## src/verilog/tmf_defs.vh

```
// Offsets, field positions, reset values and codes for the timer mode and match-A block
`ifndef TMF_DEFS_VH
`define TMF_DEFS_VH
`define TMF_OFS_MODE        8'h00
`define TMF_OFS_STAT_A      8'h04
`define TMF_OFS_IRQ_STAT    8'h08
`define TMF_OFS_IRQ_MASK    8'h0C
`define TMF_MODE_RESET      8'h98
`define TMF_MODE_RSVD       8'h98
`define TMF_MODE_WMASK      8'h67
`define TMF_STAT_RESET      8'h88
`define TMF_STAT_RSVD       8'h88
`define TMF_BIT_PHASE       6
`define TMF_BIT_OVERFLOW_FLAG_DIRECTION        5
`define TMF_EN_LSB          4
`define TMF_IRQ_WIDTH       6
`define TMF_IRQ_OVF2        3
`define TMF_IRQ_UNF2        4
`define TMF_IRQ_QERR        5
`define TMF_RESP_OKAY       2'h0
`define TMF_RESP_SLVERR     2'h2
`define TMF_CNT_MAX         16'hFFFF
`define TMF_CNT_MIN         16'h0000
`endif

```

## src/verilog/tmf_top.v

```verilog
// Timer mode selection, match-A flags, channel 2 phase counting and AXI4-Lite registers
//
// The implementer's own choices: register access over AXI4-Lite and the address map.
`include "tmf_defs.vh"

// Operation
// - Mode register resets to 98h on reset and on standby entry.
// - Mode bits 7, 4, 3 ignore writes and read as one.
// - Mode bit 6 selects channel 2 phase counting; zero after reset.
// - Phase counting counts both edges of both count pins up or down.
// - Phase counting overrides channel 2 edge and clock source selection.
// - Clearing, compare, capture and interrupts stay active in phase counting.
// - Mode bit 5: zero flags overflow or underflow, one flags overflow only.
// - Mode bits 2..0 select PWM for channels 2..0; cleared at reset.
// - PWM pin goes high on A match, low on B match.
// - Match-A status register resets to 88h on reset and standby entry.
// - Status bits 7 and 3 ignore writes and read as one.
// - Channel A interrupt requested only when its flag and enable are set.
// - Flag sets when channel counter equals its A register in compare use.
// - Flag sets when capture loads counter value into A register.
// - Software writes only zero to flags to clear; one leaves them.
// - Clear needs a prior read of the flag at one, then zero write.
// - DMA activation by channel A interrupt clears that flag.
// - Overflow is FFFF to 0000, underflow 0000 to FFFF, channel 2 only.
module tmf_top (
	// Clock and reset
	input  wire        i_clk,
	input  wire        i_reset_n,
	input  wire        i_standby,
	// AXI4-Lite write address and data
	input  wire        s_axi_awvalid,
	output reg         s_axi_awready,
	input  wire [7:0]  s_axi_awaddr,
	input  wire        s_axi_wvalid,
	output reg         s_axi_wready,
	input  wire [31:0] s_axi_wdata,
	input  wire [3:0]  s_axi_wstrb,
	// AXI4-Lite write response
	output reg         s_axi_bvalid,
	input  wire        s_axi_bready,
	output reg  [1:0]  s_axi_bresp,
	// AXI4-Lite read
	input  wire        s_axi_arvalid,
	output reg         s_axi_arready,
	input  wire [7:0]  s_axi_araddr,
	output reg         s_axi_rvalid,
	input  wire        s_axi_rready,
	output reg  [31:0] s_axi_rdata,
	output reg  [1:0]  s_axi_rresp,
	// Per-channel match events from the counter datapath, and DMA acknowledges
	input  wire [2:0]  i_compare_a_hit,
	input  wire [2:0]  i_compare_b_hit,
	input  wire [2:0]  i_capture_a,
	input  wire [2:0]  i_dma_ack_a,
	// Channel 2 normal clock and its counter
	input  wire        i_ch2_normal_tick,
	input  wire [15:0] i_ch2_count,
	// Quadrature pins
	input  wire        i_quad_input_first,
	input  wire        i_quad_input_second,
	// Mode and pin outputs
	output reg  [2:0]  o_pwm_select,
	output reg  [2:0]  o_capcomp_pin_a,
	output reg         o_phase_count_select,
	output reg         o_ch2_count_up,
	output reg         o_ch2_count_down,
	output reg         o_overflow_flag_set,
	output reg  [2:0]  o_match_a_irq,
	output reg         o_irq
);
	// Channel 2 counter overflow or underflow test on a step
	function wrap_step;
		input [15:0] cnt;
		input [15:0] edge_val;
		input        step;
		begin
			wrap_step = step & (cnt == edge_val);
		end
	endfunction

	reg  [7:0]  mode_q;
	reg  [2:0]  en_q;
	reg  [2:0]  flag_q;
	reg  [2:0]  seen_q;
	reg  [5:0]  ist_q;
	reg  [5:0]  imask_q;
	reg         standby_q;
	reg         pin_first_q;
	reg         pin_second_q;
	reg         aw_have_q;
	reg         w_have_q;
	reg  [7:0]  aw_addr_q;
	reg  [31:0] w_data_q;
	reg  [3:0]  w_strb_q;
	wire        pin_first;
	wire        pin_second;
	wire        q_up;
	wire        q_down;
	wire        do_write;
	wire        do_read;
	wire        standby_entry;
	wire        phase_mode;
	wire        step_up;
	wire        step_down;
	wire        ovf_ev;
	wire        unf_ev;
	wire        quad_err;
	wire [2:0]  set_ev;
	wire [2:0]  sw_clear;
	wire [7:0]  mode_rd;
	wire [7:0]  stat_rd;
	reg  [31:0] rd_word;
	reg         rd_ok;
	integer     i;

	// Pin synchronisers and quadrature decode
	tmf_sync3 u_sync_first (
		.i_clk     (i_clk),
		.i_reset_n (i_reset_n),
		.i_pin     (i_quad_input_first),
		.o_level   (pin_first)
	);
	tmf_sync3 u_sync_second (
		.i_clk     (i_clk),
		.i_reset_n (i_reset_n),
		.i_pin     (i_quad_input_second),
		.o_level   (pin_second)
	);
	tmf_quad u_quad (
		.i_clk     (i_clk),
		.i_reset_n (i_reset_n),
		.i_first   (pin_first),
		.i_second  (pin_second),
		.o_up      (q_up),
		.o_down    (q_down)
	);

	// Bus handshakes: address and data taken in either order
	assign do_write = aw_have_q & w_have_q & ~s_axi_bvalid;
	assign do_read  = s_axi_arvalid & s_axi_arready;
	assign standby_entry = i_standby & ~standby_q;
	assign phase_mode = mode_q[`TMF_BIT_PHASE];

	// Phase mode replaces the selected clock entirely
	assign step_up   = phase_mode ? q_up : i_ch2_normal_tick;
	assign step_down = phase_mode & q_down;
	assign ovf_ev = wrap_step(i_ch2_count, `TMF_CNT_MAX, step_up);
	assign unf_ev = wrap_step(i_ch2_count, `TMF_CNT_MIN, step_down);
	// Both clean pin levels moving in one cycle; the decoder drops such a step silently
	assign quad_err = phase_mode & (pin_first ^ pin_first_q) & (pin_second ^ pin_second_q);

	// Compare and capture set flags in every mode
	assign set_ev = i_compare_a_hit | i_capture_a;

	// Zero write clears only a flag read while set
	assign sw_clear = (do_write && aw_addr_q == `TMF_OFS_STAT_A && w_strb_q[0]) ?
		(~w_data_q[2:0] & seen_q) : 3'h0;

	// Reserved bits forced to one on readback
	assign mode_rd = mode_q | `TMF_MODE_RSVD;
	assign stat_rd = {1'b1, en_q, 1'b1, flag_q};

	// Readback mux; unmapped address answers SLVERR
	always @* begin
		rd_word = 32'h0000_0000;
		rd_ok   = 1'b1;
		case (s_axi_araddr)
			`TMF_OFS_MODE:     rd_word = {24'h000000, mode_rd};
			`TMF_OFS_STAT_A:   rd_word = {24'h000000, stat_rd};
			`TMF_OFS_IRQ_STAT: rd_word = {26'h0000000, ist_q};
			`TMF_OFS_IRQ_MASK: rd_word = {26'h0000000, imask_q};
			default:           rd_ok   = 1'b0;
		endcase
	end

	// AXI4-Lite channel state
	always @(posedge i_clk or negedge i_reset_n) begin
		if (!i_reset_n) begin
			s_axi_awready <= 1'b1;
			s_axi_wready  <= 1'b1;
			s_axi_arready <= 1'b1;
			s_axi_bvalid  <= 1'b0;
			s_axi_bresp   <= `TMF_RESP_OKAY;
			s_axi_rvalid  <= 1'b0;
			s_axi_rdata   <= 32'h0000_0000;
			s_axi_rresp   <= `TMF_RESP_OKAY;
			aw_have_q     <= 1'b0;
			w_have_q      <= 1'b0;
			aw_addr_q     <= 8'h00;
			w_data_q      <= 32'h0000_0000;
			w_strb_q      <= 4'h0;
		end else begin
			if (s_axi_awvalid & s_axi_awready) begin
				aw_have_q     <= 1'b1;
				aw_addr_q     <= s_axi_awaddr;
				s_axi_awready <= 1'b0;
			end
			if (s_axi_wvalid & s_axi_wready) begin
				w_have_q     <= 1'b1;
				w_data_q     <= s_axi_wdata;
				w_strb_q     <= s_axi_wstrb;
				s_axi_wready <= 1'b0;
			end
			if (do_write) begin
				aw_have_q    <= 1'b0;
				w_have_q     <= 1'b0;
				s_axi_bvalid <= 1'b1;
				s_axi_bresp  <= (aw_addr_q > `TMF_OFS_IRQ_MASK || aw_addr_q[1:0] != 2'h0) ?
					`TMF_RESP_SLVERR : `TMF_RESP_OKAY;
			end
			if (s_axi_bvalid & s_axi_bready) begin
				s_axi_bvalid  <= 1'b0;
				s_axi_awready <= 1'b1;
				s_axi_wready  <= 1'b1;
			end
			// One read outstanding; address accepted only when idle
			if (do_read) begin
				s_axi_arready <= 1'b0;
				s_axi_rvalid  <= 1'b1;
				s_axi_rdata   <= rd_word;
				s_axi_rresp   <= rd_ok ? `TMF_RESP_OKAY : `TMF_RESP_SLVERR;
			end
			if (s_axi_rvalid & s_axi_rready) begin
				s_axi_rvalid  <= 1'b0;
				s_axi_arready <= 1'b1;
			end
		end
	end

	// Mode register; standby entry restores reset value
	always @(posedge i_clk or negedge i_reset_n) begin
		if (!i_reset_n) begin
			mode_q    <= `TMF_MODE_RESET;
			standby_q <= 1'b0;
		end else begin
			standby_q <= i_standby;
			if (standby_entry) begin
				mode_q <= `TMF_MODE_RESET;
			end else if (do_write && aw_addr_q == `TMF_OFS_MODE && w_strb_q[0]) begin
				mode_q <= (w_data_q[7:0] & `TMF_MODE_WMASK) | `TMF_MODE_RSVD;
			end
		end
	end

	// Status register: enables, flags and read-armed bits
	// Set wins over a software or DMA clear in the same cycle; standby entry clears even then
	always @(posedge i_clk or negedge i_reset_n) begin
		if (!i_reset_n) begin
			en_q   <= 3'h0;
			flag_q <= 3'h0;
			seen_q <= 3'h0;
		end else if (standby_entry) begin
			en_q   <= 3'h0;
			flag_q <= 3'h0;
			seen_q <= 3'h0;
		end else begin
			if (do_write && aw_addr_q == `TMF_OFS_STAT_A && w_strb_q[0]) begin
				en_q <= w_data_q[6:4];
			end
			for (i = 0; i < 3; i = i + 1) begin
				// Read of a set flag arms the clear
				if (do_read && s_axi_araddr == `TMF_OFS_STAT_A && flag_q[i]) begin
					seen_q[i] <= 1'b1;
				end else if (sw_clear[i] | i_dma_ack_a[i]) begin
					seen_q[i] <= 1'b0;
				end
				if (set_ev[i]) begin
					flag_q[i] <= 1'b1;
				end else if (sw_clear[i] | (i_dma_ack_a[i] & o_match_a_irq[i])) begin
					flag_q[i] <= 1'b0;
				end
			end
		end
	end

	// Sticky interrupt status and mask; write one clears, event wins
	always @(posedge i_clk or negedge i_reset_n) begin
		if (!i_reset_n) begin
			ist_q        <= 6'h00;
			imask_q      <= 6'h00;
			pin_first_q  <= 1'b0;
			pin_second_q <= 1'b0;
		end else begin
			pin_first_q  <= pin_first;
			pin_second_q <= pin_second;
			if (do_write && aw_addr_q == `TMF_OFS_IRQ_MASK && w_strb_q[0]) begin
				imask_q <= w_data_q[5:0];
			end
			for (i = 0; i < `TMF_IRQ_WIDTH; i = i + 1) begin
				if ((i < 3 && set_ev[i]) || (i == `TMF_IRQ_OVF2 && ovf_ev) || (i == `TMF_IRQ_UNF2 && unf_ev) ||
					(i == `TMF_IRQ_QERR && quad_err)) begin
					ist_q[i] <= 1'b1;
				end else if (do_write && aw_addr_q == `TMF_OFS_IRQ_STAT && w_strb_q[0] && w_data_q[i]) begin
					ist_q[i] <= 1'b0;
				end
			end
		end
	end

	// Registered mode, count, PWM and interrupt outputs
	always @(posedge i_clk or negedge i_reset_n) begin
		if (!i_reset_n) begin
			o_pwm_select         <= 3'h0;
			o_capcomp_pin_a      <= 3'h0;
			o_phase_count_select <= 1'b0;
			o_ch2_count_up       <= 1'b0;
			o_ch2_count_down     <= 1'b0;
			o_overflow_flag_set  <= 1'b0;
			o_match_a_irq        <= 3'h0;
			o_irq                <= 1'b0;
		end else begin
			o_pwm_select         <= mode_q[2:0];
			o_phase_count_select <= phase_mode;
			o_ch2_count_up       <= step_up;
			o_ch2_count_down     <= step_down;
			// Underflow ignored when direction bit is one
			o_overflow_flag_set  <= ovf_ev | (unf_ev & ~mode_q[`TMF_BIT_OVERFLOW_FLAG_DIRECTION]);
			o_match_a_irq        <= flag_q & en_q & ~(sw_clear | i_dma_ack_a);
			o_irq                <= |(ist_q & imask_q);
			for (i = 0; i < 3; i = i + 1) begin
				// A match drives high first; B match low
				if (!mode_q[i]) begin
					o_capcomp_pin_a[i] <= 1'b0;
				end else if (i_compare_a_hit[i]) begin
					o_capcomp_pin_a[i] <= 1'b1;
				end else if (i_compare_b_hit[i]) begin
					o_capcomp_pin_a[i] <= 1'b0;
				end
			end
		end
	end
endmodule

```

## src/verilog/tmf_sync3.v

```verilog
// Three-stage pin synchroniser with agreement check on the last two stages
module tmf_sync3 (
	// Clock and reset
	input  wire i_clk,
	input  wire i_reset_n,
	// Pin and clean level
	input  wire i_pin,
	output reg  o_level
);
	reg s1_q;
	reg s2_q;
	reg s3_q;

	// Level changes only once stages two and three agree; stage one feeds stage two only
	always @(posedge i_clk or negedge i_reset_n) begin
		if (!i_reset_n) begin
			s1_q    <= 1'b0;
			s2_q    <= 1'b0;
			s3_q    <= 1'b0;
			o_level <= 1'b0;
		end else begin
			s1_q <= i_pin;
			s2_q <= s1_q;
			s3_q <= s2_q;
			if (s2_q == s3_q) begin
				o_level <= s3_q;
			end
		end
	end
endmodule

```

## src/verilog/tmf_quad.v

```verilog
// Quadrature edge decoder producing count-up and count-down pulses
module tmf_quad (
	// Clock and reset
	input  wire i_clk,
	input  wire i_reset_n,
	// Synchronised phase levels
	input  wire i_first,
	input  wire i_second,
	// Decoded steps
	output reg  o_up,
	output reg  o_down
);
	reg a_q;
	reg b_q;
	wire a_rise;
	wire a_fall;
	wire b_rise;
	wire b_fall;
	wire dn;
	wire up;

	assign a_rise = i_first & ~a_q;
	assign a_fall = ~i_first & a_q;
	assign b_rise = i_second & ~b_q;
	assign b_fall = ~i_second & b_q;
	// Both edges of both pins count
	assign dn = (a_rise & ~i_second) | (b_rise & i_first) | (a_fall & i_second) | (b_fall & ~i_first);
	assign up = (a_rise & i_second) | (b_rise & ~i_first) | (a_fall & ~i_second) | (b_fall & i_first);

	// Simultaneous edges on both pins are illegal and give no step
	always @(posedge i_clk or negedge i_reset_n) begin
		if (!i_reset_n) begin
			a_q    <= 1'b0;
			b_q    <= 1'b0;
			o_up   <= 1'b0;
			o_down <= 1'b0;
		end else begin
			a_q    <= i_first;
			b_q    <= i_second;
			o_up   <= up & ~dn;
			o_down <= dn & ~up;
		end
	end
endmodule

```

## config.mk

```make
export PLATFORM = sky130hd
export DESIGN_NAME = tmf_top
export DESIGN_NICKNAME = d
export VERILOG_FILES = /design/src/verilog/tmf_top.v /design/src/verilog/tmf_sync3.v /design/src/verilog/tmf_quad.v
export VERILOG_INCLUDE_DIRS = /design/src /design/src/verilog
export SDC_FILE = /design/constraint.sdc
export NUM_CORES = 1
export LEC_CHECK = 0
export BUFFER_PORTS_ARGS = -buffer_cell sky130_fd_sc_hd__buf_4
export CORE_ASPECT_RATIO = 1.1
export CORE_MARGIN = 10
export CORE_UTILIZATION = 49
export DETAILED_ROUTE_END_ITERATION = 10
export PLACE_DENSITY = 0.9
export SYNTH_ARGS = -nofsm -noshare
export SYNTH_HDL_FRONTEND = slang
export SYNTH_SLANG_ARGS = --single-unit
```

## constraint.sdc

```tcl
create_clock -name i_clk -period 1.9 [get_ports i_clk]
set_clock_uncertainty 0.2 [all_clocks]
set_input_delay 0.285 -clock i_clk [delete_from_list [all_inputs] [get_ports i_clk]]
set_output_delay 0.285 -clock i_clk [all_outputs]
set_load 0.01 [all_outputs]
```

==> impl_metrics.ini <==
[outcome]
status = finished clean

[die]
io_pins = 146
initial_utilization = 0.5068
die_area_mm2 = 0.01170
dieHeight_um = 112.5
rows = 33
die_w_um = 104.1
fp.coreArea_mm2 = 0.007515

[finish]
fin_area_mm2 = 0.005184
drive_above_1_share = 0.3348
seqCellArea_mm2 = 0.002156
area_growth_pct = 36.10
finish.utilization = 0.6898
multiInputGateArea_mm2 = 0.001489
n_fill_cell = 535
nNetsFinal = 556
n_antenna_cell = 0
layout_commonest_cell = buf_4
most-common-layout-cells = 98 x buf_4, 83 x dfrtp_1, 38 x dlygate4sd3_1, 31 x nand2_1, 26 x conb_1

[worst_setup_path]
cp.arrival_ns = 1.89
cp.required_ns = 1.95
crit_path_max_fanout = 6
cp-end-kind = register
startpoint_type = register
regToRegStartpoint = aw_addr_q[5]
rr_worst_depth = 4
r2r-end = ist_q[1]
rrSetupSlack_ns = 0.06
worst-setup-path-type = register to register

[power_and_ir_drop]
switching_power_uw = 1343
pwr-share-clk = 0.304
seqPwrFrac = 0.509
power_density_mw_per_mm2 = 908.2
leakage_uw = 0.002568
pwr-share-comb = 0.187
p_sw_frac = 0.2852
p_int_uw = 3366
ir_drop_mv = 0.7065

[global_routing]
met3_usage = 0.04920
grtUsageMet2 = 0.2881
grt_pass1_vias = 3242
gr-total-overflow = 0
grt_pass1_wl_um = 16040
grt_usage = 0.1667
grt_util_met1 = 0.1872
grt.busiest_layer = met2
antenna_found_initial = 0
grt_max_degree = 46

[min_path]
min_to = s_axi_rdata[3]
hold_class = input pin to register
whs_path_depth = 4
hold_start = s_axi_araddr[4]

[clocking]
cts_tree = done
htreeDepth = 3
clock_latency_ns = 0.36
cts_setup_buffers = 0
cts.sink_count = 86
cts_root_buf = clkbuf_8
cts_inserted_buffers = 9
clk_pin_slew_worst_paths_ns = 0.09
cts_buffer_depth = 2

[routing]
wl_um = 9722
drc = 0
first_pass_iters = 5
drt_iter0_markers = 122
wl_per_cell_um = 17.03
vias_per_cell = 5.124
ant_nets = 0
via_count = 2926

[synth]
synthFlopType = dfrtp_1
synth_area_mm2 = 0.003809
ys_async_sr_fraction = 1.000
yosysSeqAreaShare = 0.5660
synth_edf_count = 0
synth.distinct_cells = 49
syn_inst = 320
avgSynthCellArea_um2 = 11.90
ys_seq_elements = 86
yosys_warnings = 0

[timing]
fmax_mhz = 542.4
slew_violations = 0
max-slew-margin-rel = 0.4658
setup_viol = 0
hold_viol_final = 0
fin_crit_sh = 0.9703
grt_setup_unrepaired = true
min_period_ns = 1.844
tightest_slew_ns = 0.7997

[placed_design]
io_buffers = 91
dpl_cell_area_mm2 = 0.004569
gp_congestion = 0.8396
dp_hpwl_um = 7163

[flow_run]
drv_cap = 0
through the flow:
step | hold WS (ns) | power, uW | cells | setup slack [ns] | TNS [ns]
5_1_grt | 0.01781 | 4925 | 571 | -0.04944 | -0.1489
6_report | 0.01367 | 4708 | 571 | 0.05648 | 0
3_3_place_gp | -0.006948 | 3131 | 517 | 0.06264 | 0
3_5_place_dp | 0.0001915 | 3207 | 517 | 0.03103 | 0
2_1_floorplan | -0.2106 | 2852 | 345 | 0.1759 | 0
4_1_cts | 0.009383 | 4714 | 571 | 0.002188 | 0
sequential cells by signal (all words and copies together) (netlist names), 5 cells and up:
register     flops
imask_q          6
aw_addr_q        8
ist_q            6
s_axi_rdata      8
mode_q           5
w_data_q         7
worst max-delay path: stages (launching register included):
cell	delay, ns
dfrtp_1	0.41
nor4_4	0.36
and4_2	0.38
nand2_1	0.08
a211o_1	0.29
cells by family after synthesis:
logic type | Yosys count | share of synthesized area
adder cells (fa/ha/maj) | 6 | 0.01840
multiplexers | 40 | 0.1268
AO/OA/AOI/OAI | 49 | 0.08377
flip-flops | 86 | 0.5660
AND/OR/NAND/NOR | 92 | 0.1324
other | 1 | 0.0009846
buffers and inverters | 46 | 0.07162
per-layer routing:
| layer | share of wire | vias up |
|---|---|---|
| li1 | - | 1360 |
| met2 | 0.53 | 111 |
| met1 | 0.39 | 1436 |
| met5 | 0 | - |
| met4 | 0.023 | 0 |
| met3 | 0.056 | 19 |
final cells by class:
| type | count | share of cell area |
|---|---|---|
| sequential | 86 | 0.4159 |
| timing repair buffer | 137 | 0.2192 |
| multi-input combinational | 213 | 0.2872 |
| clock buffer | 9 | 0.02390 |
| tap | 105 | 0.02534 |
| clock inverter | 7 | 0.01834 |
| inverter | 14 | 0.01014 |
synthesized netlist by cell type (3+ instances only):
cell type | instances | area (um2)
a21oi_1 | 4 | 20.02
dfrtp_1 | 83 | 2077
inv_1 | 14 | 52.55
nand3_1 | 7 | 35.03
o21a_1 | 3 | 22.52
dfstp_2 | 3 | 78.83
a22oi_1 | 3 | 22.52
nand4_1 | 5 | 31.28
a211o_1 | 3 | 26.28
nor2b_1 | 6 | 37.54
clkbuf_1 | 3 | 11.26
nand3b_1 | 4 | 30.03
mux2_2 | 22 | 247.7
nor2_1 | 16 | 60.06
a21o_1 | 4 | 30.03
mux4_2 | 4 | 90.09
nor3b_1 | 3 | 22.52
nand2_1 | 31 | 116.4
mux2i_1 | 13 | 130.1
o21ai_0 | 20 | 100.1
nor4_1 | 4 | 25.02
ha_1 | 4 | 50.05
buf_4 | 26 | 195.2
power groups by stage:
stage          Sequential [uW]  Combinational [uW]  Clock [uW]
2_1_floorplan             2360                 488           0
3_3_place_gp              2390                 744           0
3_5_place_dp              2420                 791           0
4_1_cts                   2390                 883        1440
5_1_grt                   2430                 977        1520
6_report                  2400                 880        1430
worst max path at each step:
stage	slack, ns	to	cells past startpoint	start
2_1_floorplan	0.18	ist_q[1]	5	s_axi_bvalid
3_3_place_gp	0.06	ist_q[1]	4	aw_addr_q[5]
3_5_place_dp	0.03	imask_q[4]	4	aw_addr_q[5]
4_1_cts	0.002	ist_q[1]	4	aw_addr_q[5]
5_1_grt	-0.05	en_q[0]	5	aw_addr_q[5]
6_report	0.06	ist_q[1]	4	aw_addr_q[5]
what timing repair did:
item                                    CTS  global route
hold endpoints to repair                120             0
endpoints found under the setup margin    4             7
gates resized for setup                   2             1
hold buffers                             38             0
pin swaps                                 0             0
Power figures use the tool's default switching activity.
